### config.mk
export PLATFORM = sky130hd
export DESIGN_NAME = jmgc_top
export DESIGN_NICKNAME = d
export VERILOG_FILES = /design/src/jmgc_pkg.sv /design/src/jmgc_arm_if.sv /design/src/jmgc_top.sv /design/src/jmgc_tick.sv /design/src/jmgc_arm.sv
export SDC_FILE = /design/constraint.sdc
export NUM_CORES = 1
export LEC_CHECK = 0
export ABC_AREA = 1
export BUFFER_PORTS_ARGS = -buffer_cell sky130_fd_sc_hd__buf_2
export CAP_MARGIN = 0
export CORE_MARGIN = 2
export CORE_UTILIZATION = 60
export DETAILED_ROUTE_END_ITERATION = 8
export PLACE_DENSITY = 0.93
export RECOVER_POWER = 25
export SLEW_MARGIN = 25
export SYNTH_ARGS = -nofsm -noshare
export SYNTH_HDL_FRONTEND = slang
export SYNTH_SLANG_ARGS = --single-unit
### constraint.sdc
create_clock -name clk_sys -period 3.57 [get_ports clk_sys]
set_input_delay 0.5355 -clock clk_sys [delete_from_list [all_inputs] [get_ports clk_sys]]
set_output_delay 0.5355 -clock clk_sys [all_outputs]
set_load 0.02 [all_outputs]
### src/jmgc_pkg.sv
// Constants shared by the gating control: register map, field positions, reset values, timing.
// Assumes a single 40 MHz system clock; all gate and delay values are in 0.1 ms units.
package jmgc_pkg;
	// ==========================================================
	// Timing
	localparam int unsigned CLK_HZ = 40000000;
	localparam int unsigned TICK_NS = 100000; // 0.1 ms resolution step.
	localparam int unsigned TICK_CYC = CLK_HZ / (1000000000 / TICK_NS);
	localparam int unsigned TCNT_W = 12;
	localparam logic [13:0] GATE_MIN_U = 14'd10; // 1.0 ms.
	localparam logic [13:0] GATE_MAX_U = 14'd10000; // 1000.0 ms.
	localparam logic [13:0] SUB_U = 14'd1000; // 100 ms sub-gate; split above this.
	localparam logic [13:0] FIX1_U = 14'd1000; // 0.1 s fixed gate.
	localparam logic [13:0] FIX5_U = 14'd5000; // 0.5 s fixed gate.
	localparam logic [13:0] DLY_MAX_U = 14'd10000; // 1000.0 ms arming delay.
	localparam logic [13:0] BLINK_U = 14'd2500; // Indicator half period, 250 ms.
	localparam logic [16:0] EVENT_N = 17'd100000; // Event gate sample count.
	localparam logic [9:0] PHASE_MAX = 10'd400; // 40.0 ns in 0.1 ns steps.
	// ==========================================================
	// Register offsets
	localparam logic [7:0] A_CTRL = 8'h00;
	localparam logic [7:0] A_CMD = 8'h04;
	localparam logic [7:0] A_GATE = 8'h08;
	localparam logic [7:0] A_DELAY = 8'h0C;
	localparam logic [7:0] A_PHASE = 8'h10;
	localparam logic [7:0] A_STATUS = 8'h14;
	// ==========================================================
	// Field positions and encodings
	localparam int unsigned C_GATE = 0; // [1:0] gate select.
	localparam int unsigned C_SLOPE = 2; // [3:2] arming slope.
	localparam int unsigned C_INH = 4; // [5:4] inhibit polarity.
	localparam int unsigned C_D2C = 6;
	localparam int unsigned C_CFALL = 7;
	localparam int unsigned C_PHASE = 8;
	localparam int unsigned C_RUN = 9;
	localparam int unsigned C_SCALE = 10;
	localparam int unsigned K_PLL = 1; // Command bit: toggle regenerated clock.
	localparam logic [1:0] G_EVENT = 2'h0;
	localparam logic [1:0] G_FIX1 = 2'h1;
	localparam logic [1:0] G_FIX5 = 2'h2;
	localparam logic [1:0] G_MAN = 2'h3;
	localparam logic [1:0] SL_RISE = 2'h1;
	localparam logic [1:0] SL_FALL = 2'h2;
	localparam logic [1:0] INH_POS = 2'h1;
	localparam logic [1:0] INH_NEG = 2'h2;
	// ==========================================================
	// Reset values
	localparam logic [10:0] CTRL_RST = 11'h000;
	localparam logic [13:0] GATE_RST = 14'd1000;
	localparam logic [13:0] DELAY_RST = 14'd0;
	localparam logic [9:0] PHASE_RST = 10'd0;
	typedef enum logic [2:0] {S_IDLE, S_ARM, S_GATE, S_SUB, S_DONE} jmgc_state_e;
endpackage : jmgc_pkg

### src/jmgc_arm_if.sv
// Interface carrying the 0.1 ms tick and the arming handshake between the gating modules.
// Assumes all members are driven in the clk_sys domain.
`timescale 1ns/1ps
interface jmgc_arm_if;
	logic tick;
	logic tick_clr;
	logic restart;
	logic [1:0] slope;
	logic [13:0] delay_u;
	logic arm_in;
	logic fire;
	modport tick_src (output tick, input tick_clr);
	modport ctl (input tick, output tick_clr, output restart, output slope, output delay_u,
		output arm_in, input fire);
	modport arm (input tick, input restart, input slope, input delay_u, input arm_in,
		output fire);
endinterface : jmgc_arm_if

### src/jmgc_top.sv
// Measurement gating control of a time-interval jitter engine: gate, arming, inhibit,
// clock source select, lock loss and phase-adjust indication.
// Assumes all pins are synchronous to the 40 MHz clk_sys and a single-cycle register port.
//
// Behaviour
// Manual gate 1.0 to 1000.0 ms, 0.1 ms steps.
// Manual gate above 100.0 ms uses 100 ms sub-gates.
// Sub-gates sum to gate; result updates at end.
// No slope selected means internal auto arming.
// First measurement only after arming event.
// External arming on selected rising or falling edge.
// Arming delay 0.0 to 1000.0 ms after edge.
// Source holds arming and inhibit pulses 30 ns.
// Arming edge may coincide with data edge.
// Inhibit suspends measurement at selected active level.
// Inhibit acts anytime, even inside open gate.
// No polarity selected means inhibit ignored.
// Regenerated clock only in data-to-clock function; toggles.
// Regenerated clock always uses its rising edge.
// Regenerated clock near 27 MHz from disc data.
// Lock loss: blink, overrange, message, 5 V output.
// Phase adjustment only in data-to-clock function.
// Phase mode: blink, both scales, meter shows phase.
// Fixed 0.1 s, 0.5 s and event gates.
// External clock: measure to first selected edge.
// Final shorter sub-gate completes the programmed total.
`timescale 1ns/1ps
module jmgc_top #(
	parameter int unsigned TICK_CYC = jmgc_pkg::TICK_CYC
) (
	input wire logic clk_sys,
	input wire logic rst,
	input wire logic [7:0] reg_addr,
	input wire logic [31:0] reg_wdata,
	input wire logic reg_wr,
	input wire logic reg_rd,
	output logic [31:0] reg_rdata,
	input wire logic external_arming_input,
	input wire logic measure_block_in,
	input wire logic sample_stb,
	input wire logic pll_lock,
	output logic meas_enable,
	output logic subgate_done,
	output logic result_update,
	output logic clk_use_pll,
	output logic clk_edge_rise,
	output logic pll_led,
	output logic lock_lost_message,
	output logic meter_overrange,
	output logic dc_force_5v,
	output logic phase_led,
	output logic scale10_led,
	output logic scale20_led,
	output logic meter_phase_mode,
	output logic [9:0] meter_phase
);
	jmgc_arm_if aif();
	jmgc_pkg::jmgc_state_e st_q;
	logic [10:0] ctrl_q;
	logic [13:0] gate_q;
	logic [13:0] delay_q;
	logic [9:0] phase_q;
	logic pll_sel_q;
	logic [13:0] sub_q;
	logic [13:0] rem_q;
	logic [16:0] evt_q;
	logic [3:0] sub_idx_q;
	logic [13:0] blink_cnt_q;
	logic blink_q;
	logic restart_q;
	logic inh_act;
	logic d2c;
	logic lost;
	logic [13:0] tot_u;
	logic [13:0] first_u;

	// Saturate a 0.1 ms setting to its legal range.
	function automatic logic [13:0] clamp_u(input logic [31:0] v, input logic [13:0] lo,
		input logic [13:0] hi);
		if (v < {18'h0, lo}) begin
			return lo;
		end else if (v > {18'h0, hi}) begin
			return hi;
		end
		return v[13:0];
	endfunction : clamp_u

	// Length of the next sub-gate: 100 ms chunks, the tail takes what is left.
	function automatic logic [13:0] chunk_u(input logic [13:0] left);
		return (left > jmgc_pkg::SUB_U) ? jmgc_pkg::SUB_U : left;
	endfunction : chunk_u

	jmgc_tick #(.CYC(TICK_CYC)) u_tick (
		.clk_sys(clk_sys),
		.rst(rst),
		.tif(aif)
	);

	jmgc_arm u_arm (
		.clk_sys(clk_sys),
		.rst(rst),
		.aif(aif)
	);

	// ==========================================================
	// Interface drive toward the arming detector and divider.
	assign aif.restart = restart_q;
	assign aif.slope = ctrl_q[jmgc_pkg::C_SLOPE +: 2];
	assign aif.delay_u = delay_q;
	assign aif.arm_in = external_arming_input;
	assign aif.tick_clr = aif.fire;

	// Decoded configuration.
	assign d2c = ctrl_q[jmgc_pkg::C_D2C];
	assign lost = pll_sel_q && !pll_lock;
	assign inh_act = (ctrl_q[jmgc_pkg::C_INH +: 2] == jmgc_pkg::INH_POS) ? measure_block_in :
		(ctrl_q[jmgc_pkg::C_INH +: 2] == jmgc_pkg::INH_NEG) ? !measure_block_in : 1'b0;

	// Total gate for the selected gate kind, in 0.1 ms units.
	always_comb begin
		case (ctrl_q[jmgc_pkg::C_GATE +: 2])
			jmgc_pkg::G_FIX1: tot_u = jmgc_pkg::FIX1_U;
			jmgc_pkg::G_FIX5: tot_u = jmgc_pkg::FIX5_U;
			jmgc_pkg::G_MAN: tot_u = gate_q;
			default: tot_u = 14'd0;
		endcase
		first_u = (ctrl_q[jmgc_pkg::C_GATE +: 2] == jmgc_pkg::G_MAN) ? chunk_u(tot_u) : tot_u;
	end

	// ==========================================================
	// Register writes; phase settings and clock toggle need the data-to-clock function.
	always_ff @(posedge clk_sys) begin
		if (rst) begin
			ctrl_q <= jmgc_pkg::CTRL_RST;
			gate_q <= jmgc_pkg::GATE_RST;
			delay_q <= jmgc_pkg::DELAY_RST;
			phase_q <= jmgc_pkg::PHASE_RST;
			pll_sel_q <= 1'b0;
		end else begin
			if (reg_wr && reg_addr == jmgc_pkg::A_CTRL) begin
				ctrl_q <= reg_wdata[10:0];
				if (!reg_wdata[jmgc_pkg::C_D2C]) begin
					ctrl_q[jmgc_pkg::C_PHASE] <= 1'b0;
				end
			end
			if (reg_wr && reg_addr == jmgc_pkg::A_GATE) begin
				gate_q <= clamp_u(reg_wdata, jmgc_pkg::GATE_MIN_U, jmgc_pkg::GATE_MAX_U);
			end
			if (reg_wr && reg_addr == jmgc_pkg::A_DELAY) begin
				delay_q <= clamp_u(reg_wdata, 14'd0, jmgc_pkg::DLY_MAX_U);
			end
			if (reg_wr && reg_addr == jmgc_pkg::A_PHASE && d2c) begin
				phase_q <= (reg_wdata[9:0] > jmgc_pkg::PHASE_MAX) ? jmgc_pkg::PHASE_MAX :
					reg_wdata[9:0];
			end
			if (!d2c) begin
				pll_sel_q <= 1'b0;
			end else if (reg_wr && reg_addr == jmgc_pkg::A_CMD && reg_wdata[jmgc_pkg::K_PLL]) begin
				pll_sel_q <= !pll_sel_q;
			end
		end
	end

	// ==========================================================
	// Gate sequencer: wait for arming, run sub-gates, publish one result.
	always_ff @(posedge clk_sys) begin
		if (rst) begin
			st_q <= jmgc_pkg::S_IDLE;
			sub_q <= '0;
			rem_q <= '0;
			evt_q <= '0;
			sub_idx_q <= '0;
			restart_q <= 1'b0;
			subgate_done <= 1'b0;
			result_update <= 1'b0;
		end else begin
			restart_q <= 1'b0;
			subgate_done <= 1'b0;
			result_update <= 1'b0;
			case (st_q)
				jmgc_pkg::S_IDLE: begin
					if (ctrl_q[jmgc_pkg::C_RUN]) begin
						restart_q <= 1'b1;
						st_q <= jmgc_pkg::S_ARM;
					end
				end
				jmgc_pkg::S_ARM: begin
					if (!ctrl_q[jmgc_pkg::C_RUN]) begin
						st_q <= jmgc_pkg::S_IDLE;
					end else if (aif.fire) begin
						sub_q <= first_u;
						rem_q <= tot_u - first_u;
						evt_q <= '0;
						sub_idx_q <= '0;
						st_q <= jmgc_pkg::S_GATE;
					end
				end
				jmgc_pkg::S_GATE: begin
					if (meas_enable && sample_stb) begin
						evt_q <= evt_q + 17'd1;
					end
					if (ctrl_q[jmgc_pkg::C_GATE +: 2] == jmgc_pkg::G_EVENT) begin
						if (meas_enable && sample_stb && evt_q == jmgc_pkg::EVENT_N - 17'd1) begin
							st_q <= jmgc_pkg::S_DONE;
						end
					end else if (aif.tick) begin
						if (sub_q > 14'd1) begin
							sub_q <= sub_q - 14'd1;
						end else if (rem_q == 14'd0) begin
							st_q <= jmgc_pkg::S_DONE;
						end else begin
							sub_q <= chunk_u(rem_q);
							rem_q <= rem_q - chunk_u(rem_q);
							subgate_done <= 1'b1;
							sub_idx_q <= sub_idx_q + 4'd1;
							st_q <= jmgc_pkg::S_SUB;
						end
					end
				end
				jmgc_pkg::S_SUB: begin
					st_q <= jmgc_pkg::S_GATE;
				end
				jmgc_pkg::S_DONE: begin
					result_update <= 1'b1;
					st_q <= jmgc_pkg::S_IDLE;
				end
				default: begin
					st_q <= jmgc_pkg::S_IDLE;
				end
			endcase
		end
	end

	// ==========================================================
	// Measurement enable: open gate minus inhibit and lock loss, checked every cycle.
	always_ff @(posedge clk_sys) begin
		if (rst) begin
			meas_enable <= 1'b0;
		end else begin
			meas_enable <= (st_q == jmgc_pkg::S_GATE) && !inh_act && !lost;
		end
	end

	// ==========================================================
	// Clock source and reference edge toward the interval counter.
	always_ff @(posedge clk_sys) begin
		if (rst) begin
			clk_use_pll <= 1'b0;
			clk_edge_rise <= 1'b1;
		end else begin
			clk_use_pll <= pll_sel_q;
			clk_edge_rise <= pll_sel_q ? 1'b1 : !ctrl_q[jmgc_pkg::C_CFALL];
		end
	end

	// ==========================================================
	// Indicator blink timebase from the 0.1 ms tick.
	always_ff @(posedge clk_sys) begin
		if (rst) begin
			blink_cnt_q <= '0;
			blink_q <= 1'b0;
		end else if (aif.tick) begin
			if (blink_cnt_q == jmgc_pkg::BLINK_U - 14'd1) begin
				blink_cnt_q <= '0;
				blink_q <= !blink_q;
			end else begin
				blink_cnt_q <= blink_cnt_q + 14'd1;
			end
		end
	end

	// ==========================================================
	// Front panel, meter and analog output drive.
	always_ff @(posedge clk_sys) begin
		if (rst) begin
			pll_led <= 1'b0;
			lock_lost_message <= 1'b0;
			meter_overrange <= 1'b0;
			dc_force_5v <= 1'b0;
			phase_led <= 1'b0;
			scale10_led <= 1'b1;
			scale20_led <= 1'b0;
			meter_phase_mode <= 1'b0;
			meter_phase <= '0;
		end else begin
			pll_led <= pll_sel_q && (pll_lock || blink_q);
			lock_lost_message <= lost;
			meter_overrange <= lost;
			dc_force_5v <= lost;
			phase_led <= ctrl_q[jmgc_pkg::C_PHASE] && blink_q;
			scale10_led <= ctrl_q[jmgc_pkg::C_PHASE] || !ctrl_q[jmgc_pkg::C_SCALE];
			scale20_led <= ctrl_q[jmgc_pkg::C_PHASE] || ctrl_q[jmgc_pkg::C_SCALE];
			meter_phase_mode <= ctrl_q[jmgc_pkg::C_PHASE];
			meter_phase <= phase_q;
		end
	end

	// ==========================================================
	// Read port: data one cycle after the strobe, zero for unmapped offsets.
	always_ff @(posedge clk_sys) begin
		if (rst) begin
			reg_rdata <= '0;
		end else if (reg_rd) begin
			case (reg_addr)
				jmgc_pkg::A_CTRL: reg_rdata <= {21'h0, ctrl_q};
				jmgc_pkg::A_GATE: reg_rdata <= {18'h0, gate_q};
				jmgc_pkg::A_DELAY: reg_rdata <= {18'h0, delay_q};
				jmgc_pkg::A_PHASE: reg_rdata <= {22'h0, phase_q};
				jmgc_pkg::A_STATUS: reg_rdata <= {8'h0, 3'(st_q), lost, pll_sel_q, inh_act,
					sub_idx_q, evt_q[13:0]};
				default: reg_rdata <= '0;
			endcase
		end else begin
			reg_rdata <= '0;
		end
	end
endmodule : jmgc_top

### src/jmgc_tick.sv
// Divider giving a one-cycle pulse every 0.1 ms.
// Assumes a 40 MHz clk_sys; a clear realigns the period to a gate start.
`timescale 1ns/1ps
module jmgc_tick #(
	parameter int unsigned CYC = jmgc_pkg::TICK_CYC
) (
	input wire logic clk_sys,
	input wire logic rst,
	jmgc_arm_if.tick_src tif
);
	localparam logic [jmgc_pkg::TCNT_W-1:0] LAST = jmgc_pkg::TCNT_W'(CYC - 1);
	logic [jmgc_pkg::TCNT_W-1:0] cnt_q;
	logic tick_q;

	// ==========================================================
	// Cycle counter; the clear restarts a full period so a gate lasts whole steps.
	always_ff @(posedge clk_sys) begin
		if (rst || tif.tick_clr) begin
			cnt_q <= '0;
			tick_q <= 1'b0;
		end else if (cnt_q == LAST) begin
			cnt_q <= '0;
			tick_q <= 1'b1;
		end else begin
			cnt_q <= cnt_q + 1'b1;
			tick_q <= 1'b0;
		end
	end

	assign tif.tick = tick_q;
endmodule : jmgc_tick

### src/jmgc_arm.sv
// Arming detector: auto arming, or selected external edge followed by a programmable delay.
// Assumes the external arming input is synchronous to clk_sys.
`timescale 1ns/1ps
module jmgc_arm (
	input wire logic clk_sys,
	input wire logic rst,
	jmgc_arm_if.arm aif
);
	logic prev_q;
	logic wait_q;
	logic fire_q;
	logic [13:0] dly_q;
	logic edge_hit;

	// Edge of the chosen slope; no slope chosen means internal auto arming.
	assign edge_hit = (aif.slope == jmgc_pkg::SL_RISE) ? (aif.arm_in && !prev_q) :
		(aif.slope == jmgc_pkg::SL_FALL) ? (!aif.arm_in && prev_q) : 1'b1;

	// ==========================================================
	// Previous input level for the edge compare.
	always_ff @(posedge clk_sys) begin
		if (rst) begin
			prev_q <= 1'b0;
		end else begin
			prev_q <= aif.arm_in;
		end
	end

	// ==========================================================
	// Arm once per restart: catch the edge, count delay ticks, then fire.
	always_ff @(posedge clk_sys) begin
		if (rst) begin
			wait_q <= 1'b0;
			dly_q <= '0;
			fire_q <= 1'b0;
		end else begin
			fire_q <= 1'b0;
			if (aif.restart) begin
				wait_q <= 1'b1;
				dly_q <= '0;
			end else if (wait_q && dly_q == 14'd0 && edge_hit) begin
				if (aif.delay_u == 14'd0 || aif.slope == 2'h0 || aif.slope == 2'h3) begin
					wait_q <= 1'b0;
					fire_q <= 1'b1;
				end else begin
					// One extra tick covers the partial step in flight, so the wait never falls short.
					dly_q <= aif.delay_u + 14'd1;
				end
			end else if (wait_q && dly_q != 14'd0 && aif.tick) begin
				if (dly_q == 14'd1) begin
					wait_q <= 1'b0;
					fire_q <= 1'b1;
				end
				dly_q <= dly_q - 14'd1;
			end
		end
	end

	assign aif.fire = fire_q;
endmodule : jmgc_arm

# Word level (Yosys, flattened, before mapping)
# Cells that the tools add are included.
dict set report totals {
  register_bits 201
  input_bits 48
  word_cells 225
}
dict set report classes {
  n_addsub 9
  magnitude_cmp 7
  eq_ne 36
  mux 74
  bitwise 5
  n_reduce_logical 62
}
# op n
set ops {}
lappend ops {{two-way mux 14 bit} 24}
lappend ops {{case mux 24 bit (5 select lines)} 1}
lappend ops {{case mux 14 bit (2 select lines)} 2}
lappend ops {{two-way mux 17 bit} 3}
lappend ops {{zero test 14 bit} 3}
lappend ops {{case mux 14 bit (3 select lines)} 1}
lappend ops {{case mux 17 bit (2 select lines)} 1}
lappend ops {{> comparator 32 x 14 -> 1 bit (second input constant)} 1}
lappend ops {{< comparator 32 x 1 -> 1 bit (second input constant)} 1}
lappend ops {{< comparator 32 x 4 -> 1 bit (second input constant)} 1}
lappend ops {{adder 14 x 1 -> 14 bit (second input constant)} 2}
lappend ops {{> comparator 14 x 10 -> 1 bit (second input constant)} 2}
lappend ops {{subtractor 14 x 1 -> 14 bit (second input constant)} 2}
lappend ops {{subtractor 14 bit} 2}
lappend ops {{two-way mux 1 bit} 25}
lappend ops {{two-way mux 3 bit} 8}
lappend ops {{two-way mux 4 bit} 6}
lappend ops {{logical AND 1 bit} 20}
lappend ops {{adder 17 x 1 -> 17 bit (second input constant)} 1}
lappend ops {{equality test 17 bit (second input constant)} 1}
lappend ops {{equality test 8 x 4 -> 1 bit (second input constant)} 2}
lappend ops {{equality test 8 x 5 -> 1 bit (second input constant)} 2}
lappend ops {{equality test 14 x 1 -> 1 bit (second input constant)} 1}
lappend ops {{equality test 14 x 12 -> 1 bit (second input constant)} 1}
lappend ops {{35 further kinds} 80}

# Logic depth before layout (Yosys ltp)
dict set report depth {
  depth_word 9
  ltp_mapped 23
  ltp_nobuf 21
}

# By module
# A second synthesis with hierarchy kept.
dict set report hier_totals {
  cells_unflattened 1577
  area_unflattened_um2 10623.9
}
# mod n_inst cells_per_inst area_each_um2 seq_area_each_um2
set modules_own_cells {}
lappend modules_own_cells {jmgc_top 1 1203 8323.0 3263.1}
lappend modules_own_cells {jmgc_arm 1 294 1701.6 340.3}
lappend modules_own_cells {jmgc_tick 1 80 599.3 260.2}

# Worst setup path after synthesis
# Ideal clock, no wire load.
dict set report synth_timing {
  kind {register to register}
  from {register ctrl_q[1]}
  to {register rem_q[8]}
  setup_ps 109
  arrival_ps 2792
  required_time_ps 3461
  setup_slack_ps 669
  stages_incl_launch_ff 23
  path_buffers 2
  path_cell_list {dfxtp_1 > buf_4 > nand2_2 > nor2_1 > nor2_1 > nand2_1 > nor2_1 > nand2_1 > nand2_4 > buf_2 > nor2_1 > ha_1 > fa_1 > or2_2 > nand2_1 > nand2_1 > nand2_1 > nand3_1 > xnor2_1 > nand2_1 > nand3_1 > nand2_1 > inv_1}
}
dict set report synth_via {
  elab_chain_cells 9
}
# element line
set synth_lines {}
lappend synth_lines {{start, declared} jmgc_top.sv:59} ;# logic [10:0] ctrl_q;
lappend synth_lines {{start signal, assigned} jmgc_top.sv:134} ;# ctrl_q <= jmgc_pkg::CTRL_RST;
lappend synth_lines {{start signal, assigned} jmgc_top.sv:141} ;# ctrl_q <= reg_wdata[10:0];
lappend synth_lines {{equality test 2 bit, or another cell as far along} {jmgc_top.sv:121, jmgc_top.sv:127}}
lappend synth_lines {{case mux 14 bit (3 select lines)} jmgc_top.sv:121} ;# case (ctrl_q[jmgc_pkg::C_GATE +: 2])
lappend synth_lines {{> comparator 14 x 10 -> 1 bit} jmgc_top.sv:90} ;# return (left > jmgc_pkg::SUB_U) ? jmgc_pkg::SUB_U : left;
lappend synth_lines {{two-way mux 14 bit} jmgc_top.sv:90}
lappend synth_lines {{two-way mux 14 bit} jmgc_top.sv:127} ;# first_u = (ctrl_q[jmgc_pkg::C_GATE +: 2] == jmgc_pkg::G_MAN) ? chunk_u(tot_u) : tot_u;
lappend synth_lines {{subtractor 14 bit} jmgc_top.sv:192} ;# rem_q <= tot_u - first_u;
lappend synth_lines {{two-way mux 14 bit} jmgc_top.sv:190} ;# end else if (aif.fire) begin
lappend synth_lines {{two-way mux 14 bit} jmgc_top.sv:188} ;# if (!ctrl_q[jmgc_pkg::C_RUN]) begin
lappend synth_lines {{case mux 14 bit (2 select lines)} jmgc_top.sv:180} ;# case (st_q)
lappend synth_lines {{end signal, assigned} jmgc_top.sv:192}
lappend synth_lines {{end signal, assigned} jmgc_top.sv:213} ;# rem_q <= rem_q - chunk_u(rem_q);
lappend synth_lines {{end, declared} jmgc_top.sv:65} ;# logic [13:0] rem_q;
# Several ways; a longest one is shown, not always the timed one. The select of a mux whose other input is x is not followed.
# A chain may end at the register's enable or synchronous reset.

==> impl.org <==
** Status
- Outcome :: complete, but fails checks
- Failing checks :: max-capacitance violations, max-slew violations

** Global route
- The number of global-route vias before repair was 9707.
- First-pass GRT wire length :: 46.2 mm
- Number of antenna violations at the first check in global routing :: 0
- Entering global routing, the biggest net connects 57 pins.
- Global routing finished with a remaining overflow of 0.
- Global routing used 32.1% of the available tracks.

** Clock network
- Clock sink total :: 193
- TritonCTS created 17 clock buffers.
- Deepest level of the CTS H-tree :: 4
- After clock tree synthesis, the setup repair step added 0 buffers.
- Worst-Skew Late Latency :: 0.45 ns
- Clk buf depth :: 2
- TritonCTS built the clock tree.
- Clock-pin slew was measured on the worst setup and hold paths at 0.07 ns.
- The cell sitting at the root of the clock tree is a clkbuf_16.

** Timing
- Worst-case clock skew :: 0.0109 ns
- Number of endpoints failing setup at the final stage :: 0
- Setup repair after global routing missed its margin :: no
- Setup total negative slack on the finished layout was measured at 0 ns.
- Maximum operating frequency :: 307 MHz
- Crit share post-route :: 91.4%
- Final Hold Viols :: 0
- The count of final max-slew check failures was 57.
- Slew of the pin with the lowest slew margin :: 2.32 ns
- Headroom to the max-slew limit came out at -54.9%.
- Final Critical Period :: 3.26 ns

** Min path
- Hold/Removal Path Class :: input pin to flip-flop

** Synthesis
- Synthesis inferred 193 register bits.
- Synth Area in Adders :: 2.30%
- Ys async rst share :: 0%
- In the synthesized netlist the dominant register cell turns out to be dfxtp_1.
- Post-synthesis sequential area ratio :: 38.1%
- After Yosys synthesis, XOR and XNOR cells account for 2.25% of the synthesized area.
- Compound-gate portion of the synthesized area :: 19.1%
- For this run, the number of Yosys warnings is 0.
- After synthesis, the mean cell area works out to 6.88 um2.
- By area, the combinational part of the netlist is dominated by simple AND/OR/NAND/NOR gates.
- Most common cell in the synthesized netlist :: nand2_1
- Count of flip-flops with a built-in enable after synthesis :: 0
- Netlist Area Pre-Place :: 10100 um2
- Share of the synthesized area in the top cell type :: 38.1%
- The netlist uses 57 different library cells.
- Of all cell types, the one taking the most synthesized area is dfxtp_1.
- In the synthesized netlist, the cells that appear most often are 244 x nand2_1, 207 x inv_1, 193 x dfxtp_1, 174 x nor2_1, 118 x a21oi_1.
- Post-synthesis simple-gate area fraction :: 27.3%
- Ranked by total cell area, the synthesized netlist is headed by dfxtp_1 38%, nand2_1 9.0%, inv_1 7.7%, nor2_1 6.4%, a21oi_1 5.8%.
- In the synthesized netlist, mux cells make up 0.0988% of the area.
- Synthesis handed over a netlist of 1473 instances.

** Detailed routing
- Overall routed net length :: 28.8 mm
- Number of detailed-routing iterations run before antenna repair :: 6
- Remaining antenna violation count after routing :: 0
- Detailed routing inserted a total of 10600 vias.
- Drt drc :: 0
- Iteration-0 DRC count of the detailed router :: 1377
- Via-per-instance ratio :: 5.94
- After detailed routing, the average wire length per cell comes to 16.1 um.

** Setup path
- Kind of cell adding the most delay to the critical path :: buffers and inverters
- Chain of cells forming the critical path :: clkbuf_1 -> inv_1 -> clkbuf_1 -> o21ai_0 -> nor3_1
- Along the worst path, the maximum fanout reaches 56.
- The worst setup path is launched from an input pin.
- The setup path with the least slack is of type input pin to flip-flop.
- Type of element capturing the critical path :: flip-flop
- Standard cell with the maximum stage delay on the critical path :: clkbuf_1
- CP arrival :: 3.61 ns
- Crit path largest cell delay :: 1.68 ns
- CP bufs+invs :: 3
- For the worst setup path, the data required time is 3.92 ns.
- Critical path's most frequent cell :: clkbuf_1

** Place
- Count of input and output buffers :: 94
- Routability-driven placement finished with a final weighted congestion of 1.01.
- Half-perimeter wire length after placement :: 21.0 mm
- Post-DP Area :: 10700 um2

** Power and ir drop
- Summed over all cells, the static leakage comes to 0.00477 uW.
- Max IR drop VDD :: 0.419 mV
- Power density over the cells :: 542 nW/um2

** Floorplan
- The die covers 17900 um2.
- Vertical die dimension :: 134 um
- During I/O placement, the number of pins put on the boundary was 103.
- The initial utilization of the core area, before any placement, comes to 61.3%.
- Number of placement rows :: 47
- The total area inside the core boundary comes to 16500 um2.
- The die is 134 um wide.

** Run
- Max-cap violations in this run came to 1.

** Cells and area
- Finished Cell Area :: 11300 um2
- Diodes inserted :: 0
- Fraction of final layout cells sized beyond drive strength 1 :: 9.58%
- Final layout net count :: 1619
- Area delta synth->final :: 11.5%
- Count of fill cells added during filler insertion :: 1375
-- area by class of cell --
type | count | area [um2] | share of cell area, %
Multi-Input combinational cell | 1017 | 5210 | 46.2
Clock buffer | 17 | 425 | 3.77
Timing Repair Buffer | 109 | 541 | 4.78
Tap cell | 220 | 275 | 2.44
Inverter | 215 | 807 | 7.14
Clock inverter | 14 | 169 | 1.50
Sequential cell | 193 | 3870 | 34.2
-- through the flow --
| step | power (uW) | hold slack [ns] | setup slack, ns | utilization, % | instances |
|---|---|---|---|---|---|
| detailed placement | 4140 | 0.443 | 0.290 | 65.0 | 1754 |
| CTS | 6060 | 0.309 | 0.253 | 68.6 | 1785 |
| floorplan | 3770 | 0.392 | 0.669 | - | 1482 |
| global placement | 4080 | 0.423 | 0.380 | 65.0 | 1754 |
| global route | 6420 | 0.308 | 0.134 | 68.4 | 1785 |
| finish | 6120 | 0.314 | 0.309 | 68.4 | 1785 |
-- per-layer routing --
metal  global-route usage, %  up-vias  part of all wire [%]
li1                        -     5047                     -
met1                    42.7     4772                    41
met2                    49.5      667                    43
met3                    7.94      114                    11
met4                    14.5        0                   3.8
met5                       0        -                     0
-- power by group --
part,internal (uW),switching (uW)
sequential,2260,118
combinational,563,1240
clock,998,944
total,3820,2300
-- sequential cells by signal, indices dropped and copies added (netlist names), 3 cells and up --
register	flops
sub_idx_q	4
reg_rdata	24
u_tick.cnt_q	12
u_arm.dly_q	14
ctrl_q	11
st_q	3
rem_q	14
evt_q	17
blink_cnt_q	14
phase_q	10
sub_q	14
meter_phase	10
gate_q	14
aif.delay_u	14
-- layout by cell type (no fill, tap or decap), types with 12 or more instances in the layout --
cell,instances
nor2_1,174
nand2_1,244
a221oi_1,12
xor2_1,21
inv_1,207
nor4_1,16
ha_1,17
a31oi_1,23
clkbuf_1,30
clkbuf_16,17
nor3_1,48
buf_4,13
a21oi_1,118
dfxtp_1,191
buf_2,66
nand3_1,78
o21ai_0,112
o211ai_1,16
nand4_1,26
-- worst paths after layout --
check	slack [ns]	depth (start not counted)	from	end
max	0.31	5	rst	meas_enable
min	0.31	2	pll_lock	dc_force_5v
max reg2reg	0.41	19	ctrl_q[0]	rem_q[8]
min reg2reg	0.46	2	sub_idx_q[3]	reg_rdata[17]
-- what timing repair did --
action | CTS | global route
endpoints found under the setup margin | 0 | 1
resized for setup | 0 | 2
hold buffers | 0 | 0
-- cells by family (layout without fill, tap and decap cells) --
family	Yosys count	count (layout)
simple gates	627	627
compound gates	334	334
buf+inv	272	355
flops	193	193
xor+xnor	26	26
fa+ha+maj	18	18
other cells	2	11
mux	1	1
No activity file was read; power rests on OpenSTA's default activity.
